**src/inc/lp4_defines.svh**
```systemverilog
// lp4_defines.svh: constants for the channel pin interface
// Summary of operation
// - six command/address lines carry every command, address and bank, over several cycles
// - commands take 1 or 2 cycles, captured on rising clock edges only
// - command inputs are sampled where the true clock rises and the complement falls; write data is taken on strobe edges
// - two data words per cycle on both edges, sixteen-word burst per access
// - clock gate high runs the interface; low stops it and enters power-down from idle, active or self refresh
// - chip select is part of each command code, per channel
// - on reads the device drives each lane strobe, edge-aligned with data
// - mask/inversion line high means the lane data is inverted; can be disabled
// - mask/inversion line acts as inversion or write mask per mode setting
// - the active-low reset resets the whole channel while low
// - reset is accepted in any state and leads to the reset state
// - command/address termination follows the control pin and its mode setting
// - eight banks on three bits, fifteen row bits, ten column bits
// - two lowest column bits are never sent and are taken as zero
// - idle is entered only with every bank precharged
// - training entered by mode write or multi-purpose command does not return to idle
// - automatic-return states go back to the state that entered them
// - from self refresh, power-down, mode read, mode write and multi-purpose are allowed
// - all commands but deselect span two cycles, decoded at the first rising edge
`ifndef LP4_DEFINES_SVH
`define LP4_DEFINES_SVH
`define LP4_CA_W 6
`define LP4_DQ_W 16
`define LP4_BANK_W 3
`define LP4_COL_W 10
`define LP4_BURST 16
`define LP4_READ_LAT 6
`define LP4_DBI_MAX 4'h4
`define LP4_TRAIN_MA 6'h0e
`define LP4_MPC_TRAIN_BIT 6
`define LP4_SYNC_W 31
`endif

```
**src/inc/lp4_pkg.sv**
```systemverilog
// lp4_pkg.sv: types for the channel pin interface
`include "lp4_defines.svh"
package lp4_pkg;
    typedef enum logic [2:0] {
        st_reset, st_idle, st_active, st_sref, st_pdn, st_mode, st_train, st_hold
    } lp4_state_e;
    typedef enum logic [3:0] {
        cmd_des, cmd_mpc, cmd_pre, cmd_ref, cmd_sre, cmd_wr, cmd_srx, cmd_mwr,
        cmd_rd, cmd_cas2, cmd_mrw1, cmd_mrw2, cmd_mrr, cmd_act1, cmd_act2, cmd_rfu
    } lp4_cmd_e;
    typedef struct packed {
        logic cke;
        logic cs;
        logic [`LP4_CA_W-1:0] ca;
    } lp4_ca_s;
    typedef struct packed {
        logic [`LP4_BANK_W-1:0] bank;
        logic [`LP4_COL_W-1:0] col;
        logic [`LP4_BURST*`LP4_DQ_W-1:0] data;
        logic [`LP4_BURST*2-1:0] mask;
    } lp4_wr_s;
endpackage

```
**src/verilog/lp4_channel.sv**
```systemverilog
// lp4_channel.sv: one memory channel seen from its pins
`timescale 1ns/10ps
`default_nettype none
`include "lp4_defines.svh"
module lp4_channel #(
    parameter int READ_LAT = `LP4_READ_LAT
) (
    // clock and reset
    input wire logic ref_clk,
    input wire logic rst_n,
    input wire logic clk_en,
    // command pins
    input wire logic ck_t,
    input wire logic ck_c,
    input wire logic cke,
    input wire logic cs,
    input wire logic [`LP4_CA_W-1:0] cmd_addr_bus,
    input wire logic termination_control_pin,
    // data pins
    input wire logic [`LP4_DQ_W-1:0] dq_i,
    output logic [`LP4_DQ_W-1:0] dq_o,
    output logic dq_oe_n,
    input wire logic [1:0] dqs_i,
    output logic [1:0] dqs_o,
    output logic [1:0] dqs_c_o,
    output logic dqs_oe_n,
    input wire logic [1:0] mask_invert_line_i,
    output logic [1:0] mask_invert_line_o,
    output logic mask_invert_line_oe_n,
    // mode settings
    input wire logic bus_inversion_rd_en,
    input wire logic bus_inversion_wr_en,
    input wire logic write_mask_en,
    input wire logic ca_odt_en,
    // status
    output logic ca_term_on,
    output lp4_pkg::lp4_state_e bus_state,
    output logic [7:0] banks_open,
    // user side
    output logic rd_req,
    output logic [`LP4_BANK_W-1:0] rd_bank,
    output logic [`LP4_COL_W-1:0] rd_col,
    input wire logic [`LP4_BURST*`LP4_DQ_W-1:0] rd_data,
    output logic wr_valid,
    output lp4_pkg::lp4_wr_s wr_out
);
    function automatic lp4_pkg::lp4_cmd_e lp4_decode(input logic [5:0] c);
        if (c[0]) begin
            return c[1] ? lp4_pkg::cmd_act2 : lp4_pkg::cmd_act1;
        end
        case ({c[1], c[2], c[3], c[4]})
            4'h0: return lp4_pkg::cmd_mpc;
            4'h1: return lp4_pkg::cmd_pre;
            4'h2: return lp4_pkg::cmd_ref;
            4'h3: return c[5] ? lp4_pkg::cmd_rfu : lp4_pkg::cmd_sre;
            4'h4: return lp4_pkg::cmd_wr;
            4'h5: return lp4_pkg::cmd_srx;
            4'h6: return lp4_pkg::cmd_mwr;
            4'h8: return lp4_pkg::cmd_rd;
            4'h9: return lp4_pkg::cmd_cas2;
            4'hc: return lp4_pkg::cmd_mrw1;
            4'hd: return lp4_pkg::cmd_mrw2;
            4'he: return lp4_pkg::cmd_mrr;
            default: return lp4_pkg::cmd_rfu;
        endcase
    endfunction

    function automatic logic [3:0] lp4_ones(input logic [7:0] b);
        logic [3:0] n;
        n = 4'h0;
        for (int i = 0; i < 8; i++) begin
            n = n + {3'h0, b[i]};
        end
        return n;
    endfunction

    // pin synchroniser; stage 3 only feeds edge detection
    logic [`LP4_SYNC_W-1:0] s1_reg, s2_reg;
    logic [3:0] s3_reg;
    always_ff @(posedge ref_clk or negedge rst_n) begin
        if (!rst_n) begin
            s1_reg <= '0;
            s2_reg <= '0;
            s3_reg <= '0;
        end else if (clk_en) begin
            s1_reg <= {ck_t, ck_c, cke, cs, cmd_addr_bus, termination_control_pin,
                       mask_invert_line_i, dqs_i, dq_i};
            s2_reg <= s1_reg;
            s3_reg <= {s2_reg[30:29], s2_reg[17:16]};
        end
    end

    lp4_pkg::lp4_ca_s ca_now;
    // a rise also needs the complement seen high before, so the zeroed stages give no false rise after reset
    wire ck_rise = clk_en & s2_reg[30] & ~s3_reg[3] & ~s2_reg[29] & s3_reg[2];
    wire ck_fall = clk_en & ~s2_reg[30] & s3_reg[3];
    wire [1:0] dqs_edge = {2{clk_en}} & (s2_reg[17:16] ^ s3_reg[1:0]);
    wire [1:0] dmi_s = s2_reg[19:18];
    wire [15:0] dq_s = s2_reg[15:0];
    assign ca_now = '{cke: s2_reg[28], cs: s2_reg[27], ca: s2_reg[26:21]};

    // command decode and bus state
    lp4_pkg::lp4_state_e state_reg, state_next, ret_reg, ret_next;
    lp4_pkg::lp4_cmd_e pend_reg, pend_next, cas_reg, cas_next;
    logic [5:0] first_reg, first_next, ma_reg, ma_next;
    logic [7:0] banks_reg, banks_next;
    logic [2:0] cbank_reg, cbank_next;
    logic c9_reg, c9_next, ap_reg, ap_next, op7_reg, op7_next, rd_go, wr_go;
    logic [`LP4_COL_W-1:0] col_w;
    wire [7:0] mrw_op = {op7_reg, first_reg[5], ca_now.ca};
    wire [6:0] mpc_op = {first_reg[5], ca_now.ca};
    wire can_mode = state_reg inside {lp4_pkg::st_idle, lp4_pkg::st_active, lp4_pkg::st_sref};
    assign col_w = {c9_reg, first_reg[5], ca_now.ca, 2'b00};

    always_comb begin
        state_next = state_reg;
        ret_next = ret_reg;
        pend_next = pend_reg;
        first_next = first_reg;
        banks_next = banks_reg;
        cas_next = cas_reg;
        cbank_next = cbank_reg;
        c9_next = c9_reg;
        ap_next = ap_reg;
        ma_next = ma_reg;
        op7_next = op7_reg;
        rd_go = 1'b0;
        wr_go = 1'b0;
        if (ck_rise) begin
            if (state_reg == lp4_pkg::st_reset) begin
                state_next = lp4_pkg::st_idle;
            end else if (state_reg == lp4_pkg::st_mode) begin
                state_next = ret_reg;
            end else if (!ca_now.cke) begin
                pend_next = lp4_pkg::cmd_des;
                if (can_mode) begin
                    ret_next = state_reg;
                    state_next = lp4_pkg::st_pdn;
                end
            end else if (state_reg == lp4_pkg::st_pdn) begin
                state_next = ret_reg;
            end else if (pend_reg == lp4_pkg::cmd_des) begin
                if (ca_now.cs) begin
                    pend_next = lp4_decode(ca_now.ca);
                    first_next = ca_now.ca;
                end
            end else begin
                pend_next = lp4_pkg::cmd_des;
                case (pend_reg)
                    lp4_pkg::cmd_act1: cbank_next = ca_now.ca[2:0];
                    lp4_pkg::cmd_act2: begin
                        if (state_reg inside {lp4_pkg::st_idle, lp4_pkg::st_active}) begin
                            banks_next[cbank_reg] = 1'b1;
                            state_next = lp4_pkg::st_active;
                        end
                    end
                    lp4_pkg::cmd_pre: begin
                        if (first_reg[5]) begin
                            banks_next = 8'h00;
                        end else begin
                            banks_next[ca_now.ca[2:0]] = 1'b0;
                        end
                        if (banks_next == 8'h00 &&
                            state_reg inside {lp4_pkg::st_active, lp4_pkg::st_hold}) begin
                            state_next = lp4_pkg::st_idle;
                        end
                    end
                    lp4_pkg::cmd_sre: begin
                        if (state_reg == lp4_pkg::st_idle) begin
                            state_next = lp4_pkg::st_sref;
                        end
                    end
                    lp4_pkg::cmd_srx: begin
                        if (state_reg == lp4_pkg::st_sref) begin
                            state_next = lp4_pkg::st_idle;
                        end
                    end
                    lp4_pkg::cmd_wr, lp4_pkg::cmd_mwr, lp4_pkg::cmd_rd: begin
                        cas_next = pend_reg;
                        cbank_next = ca_now.ca[2:0];
                        c9_next = ca_now.ca[4];
                        ap_next = ca_now.ca[5];
                    end
                    lp4_pkg::cmd_cas2: begin
                        rd_go = cas_reg == lp4_pkg::cmd_rd;
                        wr_go = cas_reg inside {lp4_pkg::cmd_wr, lp4_pkg::cmd_mwr};
                        cas_next = lp4_pkg::cmd_des;
                        if (ap_reg && (rd_go || wr_go)) begin
                            banks_next[cbank_reg] = 1'b0;
                        end
                    end
                    lp4_pkg::cmd_mrw1: begin
                        ma_next = ca_now.ca;
                        op7_next = first_reg[5];
                    end
                    lp4_pkg::cmd_mrw2: begin
                        if (ma_reg == `LP4_TRAIN_MA && mrw_op[0]) begin
                            state_next = lp4_pkg::st_train;
                        end else if (state_reg == lp4_pkg::st_train) begin
                            state_next = lp4_pkg::st_hold;
                        end else if (can_mode) begin
                            ret_next = state_reg;
                            state_next = lp4_pkg::st_mode;
                        end
                    end
                    lp4_pkg::cmd_mpc: begin
                        if (mpc_op[`LP4_MPC_TRAIN_BIT]) begin
                            state_next = lp4_pkg::st_train;
                        end else if (state_reg == lp4_pkg::st_train) begin
                            state_next = lp4_pkg::st_hold;
                        end else if (can_mode) begin
                            ret_next = state_reg;
                            state_next = lp4_pkg::st_mode;
                        end
                    end
                    lp4_pkg::cmd_mrr: begin
                        if (can_mode) begin
                            ret_next = state_reg;
                            state_next = lp4_pkg::st_mode;
                        end
                    end
                    default: ;
                endcase
            end
        end
    end

    // reset clears everything and ignores the pins while held
    always_ff @(posedge ref_clk or negedge rst_n) begin
        if (!rst_n) begin
            state_reg <= lp4_pkg::st_reset;
            ret_reg <= lp4_pkg::st_idle;
            pend_reg <= lp4_pkg::cmd_des;
            cas_reg <= lp4_pkg::cmd_des;
            first_reg <= '0;
            banks_reg <= '0;
            cbank_reg <= '0;
            c9_reg <= 1'b0;
            ap_reg <= 1'b0;
            ma_reg <= '0;
            op7_reg <= 1'b0;
        end else if (clk_en) begin
            state_reg <= state_next;
            ret_reg <= ret_next;
            pend_reg <= pend_next;
            cas_reg <= cas_next;
            first_reg <= first_next;
            banks_reg <= banks_next;
            cbank_reg <= cbank_next;
            c9_reg <= c9_next;
            ap_reg <= ap_next;
            ma_reg <= ma_next;
            op7_reg <= op7_next;
        end
    end

    // read path: latency in link cycles, then one word per link edge
    logic rd_wait_reg, rd_act_reg, rd_req_reg, wr_act_reg, wr_mwr_reg, wr_valid_reg, term_reg, drv_reg;
    logic [3:0] lat_reg, beat_reg;
    logic [4:0] wbeat_reg [2];
    logic [`LP4_BURST*`LP4_DQ_W-1:0] rd_buf_reg;
    logic [15:0] dq_o_reg;
    logic [1:0] dqs_o_reg, dmi_o_reg;
    logic [`LP4_COL_W-1:0] rd_col_reg;
    logic [2:0] rd_bank_reg;
    lp4_pkg::lp4_wr_s wr_reg;
    wire lk_edge = ck_rise | ck_fall;
    wire [15:0] rd_word = rd_buf_reg[beat_reg*16 +: 16];
    wire [1:0] rd_inv = {2{bus_inversion_rd_en}} &
                        {lp4_ones(rd_word[15:8]) > `LP4_DBI_MAX, lp4_ones(rd_word[7:0]) > `LP4_DBI_MAX};
    wire wr_done = wbeat_reg[0][4] & wbeat_reg[1][4];

    always_ff @(posedge ref_clk or negedge rst_n) begin
        if (!rst_n) begin
            rd_wait_reg <= 1'b0;
            rd_act_reg <= 1'b0;
            rd_req_reg <= 1'b0;
            drv_reg <= 1'b0;
            lat_reg <= '0;
            beat_reg <= '0;
            rd_buf_reg <= '0;
            dq_o_reg <= '0;
            dqs_o_reg <= '0;
            dmi_o_reg <= '0;
            rd_col_reg <= '0;
            rd_bank_reg <= '0;
        end else if (clk_en) begin
            rd_req_reg <= rd_go & ~rd_wait_reg & ~rd_act_reg;
            if (rd_go && !rd_wait_reg && !rd_act_reg) begin
                rd_wait_reg <= 1'b1;
                lat_reg <= 4'(READ_LAT);
                rd_col_reg <= col_w;
                rd_bank_reg <= cbank_reg;
            end else if (rd_wait_reg && ck_rise) begin
                lat_reg <= lat_reg - 4'h1;
                if (lat_reg == 4'h1) begin
                    rd_wait_reg <= 1'b0;
                    rd_act_reg <= 1'b1;
                    rd_buf_reg <= rd_data;
                    beat_reg <= '0;
                end
            end else if (rd_act_reg && lk_edge) begin
                dq_o_reg <= rd_word ^ {{8{rd_inv[1]}}, {8{rd_inv[0]}}};
                dmi_o_reg <= rd_inv;
                dqs_o_reg <= {2{~beat_reg[0]}};
                drv_reg <= 1'b1;
                beat_reg <= beat_reg + 4'h1;
                rd_act_reg <= beat_reg != 4'(`LP4_BURST - 1);
            end else if (!rd_act_reg && ck_fall) begin
                dqs_o_reg <= '0;
            end
            // the last word stands for one link edge before the drivers let go
            if (lk_edge && !rd_act_reg) begin
                drv_reg <= 1'b0;
            end
        end
    end

    // write path: each lane counts its own strobe edges
    always_ff @(posedge ref_clk or negedge rst_n) begin
        if (!rst_n) begin
            wr_act_reg <= 1'b0;
            wr_mwr_reg <= 1'b0;
            wr_valid_reg <= 1'b0;
            wr_reg <= '0;
            wbeat_reg[0] <= '0;
            wbeat_reg[1] <= '0;
            term_reg <= 1'b0;
        end else if (clk_en) begin
            term_reg <= s2_reg[20] & ca_odt_en;
            wr_valid_reg <= wr_act_reg & wr_done;
            if (wr_go && !wr_act_reg) begin
                wr_act_reg <= 1'b1;
                wr_mwr_reg <= cas_reg == lp4_pkg::cmd_mwr;
                wr_reg.bank <= cbank_reg;
                wr_reg.col <= col_w;
                wbeat_reg[0] <= '0;
                wbeat_reg[1] <= '0;
            end else if (wr_act_reg && wr_done) begin
                wr_act_reg <= 1'b0;
            end else if (wr_act_reg) begin
                for (int l = 0; l < 2; l++) begin
                    if (dqs_edge[l] && !wbeat_reg[l][4]) begin
                        wr_reg.mask[wbeat_reg[l]*2 + l] <= write_mask_en & wr_mwr_reg & dmi_s[l];
                        wr_reg.data[wbeat_reg[l]*16 + l*8 +: 8] <= dq_s[l*8 +: 8] ^
                            {8{bus_inversion_wr_en & ~(write_mask_en & wr_mwr_reg) & dmi_s[l]}};
                        wbeat_reg[l] <= wbeat_reg[l] + 5'h01;
                    end
                end
            end
        end
    end

    // drivers stay off in reset and while the clock gate is low
    // enable follows the words really on the pins, so no stale word leads the burst
    assign dq_oe_n = ~drv_reg | ~ca_now.cke;
    assign dqs_oe_n = dq_oe_n;
    assign mask_invert_line_oe_n = dq_oe_n;
    assign dq_o = dq_o_reg;
    assign dqs_o = dqs_o_reg;
    assign dqs_c_o = ~dqs_o_reg;
    assign mask_invert_line_o = dmi_o_reg;
    assign ca_term_on = term_reg;
    assign bus_state = state_reg;
    assign banks_open = banks_reg;
    assign rd_req = rd_req_reg;
    assign rd_col = rd_col_reg;
    assign rd_bank = rd_bank_reg;
    assign wr_valid = wr_valid_reg;
    assign wr_out = wr_reg;

    property p_rise_only;
        @(posedge ref_clk) disable iff (!rst_n) !ck_rise |=> $stable(pend_reg);
    endproperty
    a_rise_only: assert property (p_rise_only) else $error("command taken off a rising edge");
    property p_idle_closed;
        @(posedge ref_clk) disable iff (!rst_n) state_reg == lp4_pkg::st_idle |-> banks_reg == 8'h00;
    endproperty
    a_idle_closed: assert property (p_idle_closed) else $error("idle with open bank");
    property p_reset_quiet;
        @(posedge ref_clk) disable iff (!rst_n) state_reg == lp4_pkg::st_reset |-> dq_oe_n && !rd_req;
    endproperty
    a_reset_quiet: assert property (p_reset_quiet) else $error("driving in reset state");
    property p_pdn_entry;
        @(posedge ref_clk) disable iff (!rst_n)
            ck_rise && !ca_now.cke && state_reg == lp4_pkg::st_idle |=> state_reg == lp4_pkg::st_pdn;
    endproperty
    a_pdn_entry: assert property (p_pdn_entry) else $error("no power-down on gate low");
    property p_strobe_edge;
        @(posedge ref_clk) disable iff (!rst_n)
            clk_en && rd_act_reg && lk_edge |=> dqs_o != $past(dqs_o) && dq_oe_n == !ca_now.cke;
    endproperty
    a_strobe_edge: assert property (p_strobe_edge) else $error("strobe not moved with data");
    property p_train_exit;
        @(posedge ref_clk) disable iff (!rst_n)
            $past(state_reg) == lp4_pkg::st_train && state_reg != lp4_pkg::st_train |-> state_reg == lp4_pkg::st_hold;
    endproperty
    a_train_exit: assert property (p_train_exit) else $error("training returned to idle");
    property p_mode_return;
        @(posedge ref_clk) disable iff (!rst_n)
            state_reg == lp4_pkg::st_mode && ck_rise |=> state_reg == $past(ret_reg);
    endproperty
    a_mode_return: assert property (p_mode_return) else $error("mode state returned elsewhere");
    property p_term;
        @(posedge ref_clk) disable iff (!rst_n)
            (rst_n && clk_en && ca_odt_en && termination_control_pin)[*4] |-> ca_term_on;
    endproperty
    a_term: assert property (p_term) else $error("termination not switched on");
    property p_col_zero;
        @(posedge ref_clk) disable iff (!rst_n) rd_req |-> rd_col[1:0] == 2'b00 ##[1:300] rd_act_reg;
    endproperty
    a_col_zero: assert property (p_col_zero) else $error("read start or column bits wrong");
    c_read: cover property (@(posedge ref_clk) disable iff (!rst_n) $fell(rd_act_reg));
    c_write: cover property (@(posedge ref_clk) disable iff (!rst_n) wr_valid);
    c_sref: cover property (@(posedge ref_clk) disable iff (!rst_n) state_reg == lp4_pkg::st_sref);
    c_train: cover property (@(posedge ref_clk) disable iff (!rst_n) state_reg == lp4_pkg::st_hold);
endmodule // lp4_channel
`default_nettype wire
```
**config.mk**
```make
export PLATFORM = sky130hd
export DESIGN_NAME = lp4_channel
export DESIGN_NICKNAME = d
export VERILOG_FILES = /design/src/inc/lp4_pkg.sv /design/src/verilog/lp4_channel.sv
export VERILOG_INCLUDE_DIRS = /design/src /design/src/inc
export SDC_FILE = /design/constraint.sdc
export NUM_CORES = 1
export LEC_CHECK = 0
export ABC_AREA = 1
export BUFFER_PORTS_ARGS = -buffer_cell sky130_fd_sc_hd__buf_2
export CORE_ASPECT_RATIO = 0.6
export CORE_MARGIN = 5
export CORE_UTILIZATION = 55
export DETAILED_ROUTE_END_ITERATION = 10
export PLACE_DENSITY = 0.8
export SKIP_CTS_REPAIR_TIMING = 1
export SLEW_MARGIN = 20
export SYNTH_ARGS = -nofsm -noshare
export SYNTH_HDL_FRONTEND = slang
export SYNTH_SLANG_ARGS = --single-unit
```
**constraint.sdc**
```tcl
create_clock -name ref_clk -period 5.5 [get_ports ref_clk]
set_input_delay 0.275 -clock ref_clk [delete_from_list [all_inputs] [get_ports ref_clk]]
set_output_delay 0.275 -clock ref_clk [all_outputs]
set_load 0.1 [all_outputs]
```
# After elaboration in Yosys (flattened, before gate mapping)
# Index checks and enable logic that the tools add are counted.
dict set report totals {
  reg_bits 717
  inputBits 294
  out_inout_bits 353
  word_cells 350
}
dict set report op_classes {
  add_sub_neg 22
  magnitude_cmp 10
  n_eq_ne 55
  shifts 5
  muxes 108
  n_bitwise 48
  reduce_logical 67
}
# operator n
set ops {}
lappend ops {{288-bit two-way mux} 6}
lappend ops {{256-bit bitwise mux} 2}
lappend ops {{8-bit by 34-bit variable shift with 256-bit output, first input constant} 2}
lappend ops {{8-bit by 34-bit variable part select with 256-bit output} 2}
lappend ops {{256-bit by 9-bit variable part select with 16-bit output} 1}
lappend ops {{8-bit two-way mux} 10}
lappend ops {{32-bit bitwise mux} 2}
lappend ops {{3-bit two-way mux} 21}
lappend ops {{4-bit equality test, second input constant} 13}
lappend ops {{4-bit two-way mux} 12}
lappend ops {{4-bit case mux with 12 select lines} 1}
lappend ops {{8-bit AND reduction} 5}
lappend ops {{1-bit two-way mux} 38}
lappend ops {{4-bit by 3-bit equality test with 1-bit output, second input constant} 9}
lappend ops {{10-bit negation with 34-bit output} 1}
lappend ops {{9-bit negation with 34-bit output} 1}
lappend ops {{4-bit by 1-bit adder with 4-bit output} 8}
lappend ops {{4-bit AND reduction} 8}
lappend ops {{10-bit two-way mux} 3}
lappend ops {{2-bit nonzero test} 13}
lappend ops {{6-bit inequality test, second input constant} 4}
lappend ops {{8-bit case mux with 3 select lines} 1}
lappend ops {{3-bit case mux with 7 select lines} 1}
lappend ops {{9-bit AND reduction} 2}
lappend ops {{60 further kinds} 149}

# Logic depth before layout (Yosys ltp)
dict set report logic_depth {
  ltp_word 23
  mapped_depth 24
  ltp_nobuf 22
}

# Least setup slack after synthesis
# No wires, ideal clock.
dict set report synth_path {
  path_kind {reg-to-reg}
  from {register beat_reg[0]}
  to {register dq_o_reg[14] (netlist: dq_o[14])}
  setup_time_ns 0.068
  arrival_time_ns 4.419
  required_ns 5.432
  path_slack_ns 1.014
  path_stages_with_launch 25
  n_path_buf 3
  synth_period_minus_slack_ns 4.486
  path_cell_list {dfrtp_1 -> buf_2 -> buf_2 -> buf_2 -> a21oi_1 -> o21ai_0 -> o211ai_1 -> nand3_1 -> nand2_1 -> fa_1 -> inv_1 -> fa_1 -> fa_1 -> inv_1 -> ha_1 -> inv_1 -> fa_1 -> inv_1 -> o21ai_0 -> nand3_1 -> nand2_1 -> inv_1 -> nand2_1 -> nand3_1 -> nand2_1}
}
dict set report synth_via {
  elab_chain_cells 11
}
# element line_no
set synth_rtl {}
lappend synth_rtl {{start, declared} lp4_channel.sv:259} ;# logic [3:0] lat_reg, beat_reg;
lappend synth_rtl {{start signal, assigned} lp4_channel.sv:307} ;# beat_reg <= beat_reg + 4'h1;
lappend synth_rtl {{256-bit by 9-bit variable part select with 16-bit output *} lp4_channel.sv:268} ;# wire [15:0] rd_word = rd_buf_reg[beat_reg*16 +: 16];
lappend synth_rtl {{1-bit by 1-bit adder with 2-bit output} lp4_channel.sv:72} ;# n = n + {3'h0, b[i]};
lappend synth_rtl {{2-bit by 1-bit adder with 3-bit output} lp4_channel.sv:72}
lappend synth_rtl {{3-bit by 1-bit adder with 4-bit output} lp4_channel.sv:72}
lappend synth_rtl {{4-bit by 1-bit adder with 4-bit output (4 in series)} lp4_channel.sv:72}
lappend synth_rtl {{4-bit by 3-bit greater-than comparator with 1-bit output (no source line)} -}
lappend synth_rtl {{2-bit AND} lp4_channel.sv:269} ;# wire [1:0] rd_inv = {2{bus_inversion_rd_en}} &
lappend synth_rtl {{16-bit XOR *} lp4_channel.sv:303} ;# dq_o_reg <= rd_word ^ {{8{rd_inv[1]}}, {8{rd_inv[0]}}};
lappend synth_rtl {{end signal, assigned} lp4_channel.sv:303}
lappend synth_rtl {{end, declared} lp4_channel.sv:262} ;# logic [15:0] dq_o_reg;
# Mark *: on every way between the ends. The rest lies on a longest branch, timed or not.
# A chain may end at the register's enable or synchronous reset.

# Worst setup path after layout
# Ends and elaborated chain as after synthesis.

==> results.json <==
{
  "die_y_microns": 195,
  "synthArstFlopShare": 1.00,
  "synth_top_cells_by_area": "dfrtp_1 (57%), nand2_1 (8.0%), o21ai_0 (7.0%), mux2_1 (4.5%), inv_1 (3.0%)",
  "status": "completed",
  "cts_tree": "built",
  "wl_met3_mm": 14.1,
  "path_common_cell": "inv_1",
  "r2r-end": "dq_o[14]",
  "irDropWorstVdd_mv": 0.490,
  "fmax_ghz": 0.188,
  "yosysWarningCount": 0,
  "required_ps": 5980,
  "p_seq_frac": 0.338,
  "root_buffer": "clkbuf_16",
  "wl_met1_mm": 43.2,
  "tightestPinTransition_ps": 1060,
  "largest_register_ffs": 299,
  "hold_depth": 3,
  "drtIter0Drc": 4291,
  "wire_per_inst_microns": 23.3,
  "setup_viol": 0,
  "clk_pin_slew_ps": 70,
  "combPwrFrac": 0.365,
  "cts_sinks": 711,
  "row_count": 67,
  "p_leak_nw": 20.9,
  "antenna_left": 0,
  "overflow": 0,
  "drc": 0,
  "clk_path_buf_depth": 3,
  "die_area_sq_mm": 0.0622,
  "synth_area_sq_mm": 0.0314,
  "hold_viol": 0,
  "grt_pass1_wl_mm": 151,
  "area_growth_pct": 28.2,
  "ys.flop_type": "dfrtp_1",
  "synth.top_cell.area_share": 0.565,
  "synth_edf_count": 0,
  "min-delay-path-class": "input port to flip-flop",
  "startpoint_type": "flip-flop",
  "yosysTopAreaCell": "dfrtp_1",
  "min_to": "rd_buf_reg[16]",
  "finalMaxSlewViolations": 0,
  "core_sq_mm": 0.0562,
  "hold_start": "rd_data[16]",
  "syn_area_per_cell_sq_um": 9.48,
  "cp_data_arrival_time_ps": 5790,
  "rrSetupSlack_ps": 190,
  "cp_slowest_stage_delay_ps": 600,
  "crit_fanout": 26,
  "cts_buffers": 67,
  "met2_length_mm": 51.2,
  "nNetsFinal": 4500,
  "drive_above_1_share": 0.209,
  "relSlewSlack": 0.295,
  "period_minus_slack_ps": 5310,
  "p_total_mw": 16.7,
  "hold_slack_ps": 12.2,
  "synth_most_common_cell": "dfrtp_1",
  "finalWirelength_mm": 117,
  "grt_max_degree": 173,
  "internal_power_mw": 10.0,
  "seq_area_frac_synth": 0.566,
  "clk_latency_ps": 620,
  "start_util": 0.560,
  "htreeDepth": 3,
  "clockPowerShare": 0.297,
  "avgViaCountPerCell": 5.99,
  "ys_seq_elements": 711,
  "grt_pass1_vias": 25700,
  "io_pins": 647,
  "first_pass_iters": 9,
  "p_per_area_mw_per_mm2": 414,
  "r2r_cells": 21,
  "switching_share": 0.398,
  "grt_usage": 0.309,
  "io_buffers": 642,
  "synth_cell_types": 47,
  "path_cells": "buf_4 > o21ai_0 > o211ai_1 > nand3_1 > nand2_1 > fa_1 > inv_1 > fa_1 > fa_1 > inv_1 > ha_1 > inv_1 > fa_1 > inv_1 > o21ai_0 > nand3_1 > nand2_1 > inv_1 > nand2_1 > nand3_1 > nand2_1",
  "die_w_microns": 319,
  "postSynthCellCount": 3318,
  "clock-skew-final_ps": 31.3,
  "gp_congestion": 0.970,
  "fin_crit_sh": 0.965,
  "antenna_found_initial": 22,
  "critical_path_buf_inv_count": 6,
  "path_class": "flip-flop to flip-flop",
  "crit_family": "adder cells",
  "num_vias": 30000,
  "timing.rr.start": "beat_reg[0]",
  "highest_layer": "met5",
  "place_hpwl_mm": 73.9,
  "synth_common_cells": "dfrtp_1 (710), nand2_1 (669), o21ai_0 (438)",
  "crit_path_end_kind": "flip-flop",
  "drv_cap": 0,
  "p_sw_mw": 6.63,
  "crit_slowest_cell": "dfrtp_4"
}
-- how the worst max path moves through the flow --
stage	startpoint	to	slack [ps]	depth (start not counted)
CTS	beat_reg[0]	dq_o[5]	230	22
finish	beat_reg[0]	dq_o[14]	190	21
floorplan	beat_reg[0]	dq_o[14]	1010	24
global placement	beat_reg[0]	dq_o[0]	480	22
detailed placement	beat_reg[0]	dq_o[5]	280	22
global route	beat_reg[0]	dq_o[8]	-7	21
-- layout by cell type, fill, tap and decap left out, types with 8 or more instances in the layout --
| master | Yosys | routed |
|---|---|---|
| dfrtp_1 | 710 | 708 |
| nand2_1 | 669 | 668 |
| buf_2 | 36 | 641 |
| o21ai_0 | 438 | 438 |
| dlygate4sd3_1 | 0 | 288 |
| inv_1 | 248 | 246 |
| nor2_1 | 244 | 244 |
| a21oi_1 | 153 | 153 |
| nand3_1 | 151 | 151 |
| mux2_1 | 127 | 127 |
| o21ai_1 | 92 | 92 |
| clkbuf_16 | 0 | 70 |
| o211ai_1 | 68 | 68 |
| mux2_2 | 65 | 65 |
| buf_4 | 14 | 23 |
| ha_1 | 22 | 22 |
| diode_2 | 0 | 21 |
| xor2_1 | 21 | 21 |
| nor3_1 | 17 | 17 |
| nand4_1 | 16 | 16 |
| o31ai_1 | 16 | 16 |
| mux2i_1 | 11 | 11 |
| clkbuf_8 | 0 | 11 |
| clkbuf_1 | 99 | 11 |
| nand2_2 | 9 | 10 |
| fa_1 | 8 | 8 |
| clkinv_2 | 0 | 8 |
-- final cells by class --
type / count / area, sq um
flip-flops and latches: 711 / 17800
fillers: 3918 / 15900
multi-input cells: 2178 / 11800
repair buffers: 962 / 6430
clock buffers: 92 / 1940
inverters: 256 / 961
well taps: 759 / 950
clock inverters: 26 / 345
diodes: 21 / 52.6
-- worst register-to-register path, cell delays in order (launching register included) --
cell and delay, ps:
dfrtp_4 600, buf_4 280, o21ai_0 510, o211ai_1 270, nand3_1 170, nand2_1 110, fa_1 540, inv_1 60
fa_1 510, fa_1 550, inv_1 50, ha_1 200, inv_1 70, fa_1 410, inv_1 60, o21ai_0 80
nand3_1 70, nand2_1 150, inv_1 270, nand2_1 90, nand3_1 70, nand2_1 70
-- routing by layer --
metal  GRT usage  vias up
met5           0        -
met4       0.117        6
met3      0.0953      665
met2       0.443     2188
met1       0.445    14400
li1            -    12800
-- logic make-up after synthesis --
logic type	after synthesis	synth area share
multiplexers	203	0.0723
AND/OR/NAND/NOR	1128	0.148
adder cells (fa/ha/maj)	30	0.0138
buffers and inverters	432	0.0592
AO/OA/AOI/OAI	789	0.134
flip-flops	711	0.566
XOR/XNOR	24	0.00728
other	1	0.000119
-- stage by stage --
stage               worst slack (ps)   util  area, sq um  instances  setup TNS (ps)
floorplan                       1010      -        31500       3321               0
global placement                 485  0.624        35100       4577               0
global route                   -6.85  0.717        40300       4998           -6.85
CTS                              231  0.665        37300       4695               0
detailed placement               280  0.624        35100       4577               0
finish                           192  0.717        40300       5005               0
-- power by group through the flow --
stage | registers, mW | clock network [mW] | logic, mW
after floorplan | 6.15 | 0 | 3.46
after global placement | 5.72 | 0 | 5.37
after detailed placement | 5.73 | 0 | 5.54
after CTS | 5.63 | 4.91 | 5.58
after global routing | 5.65 | 5.18 | 6.65
final | 5.63 | 4.95 | 6.08
(Power assumes the default switching activity.)
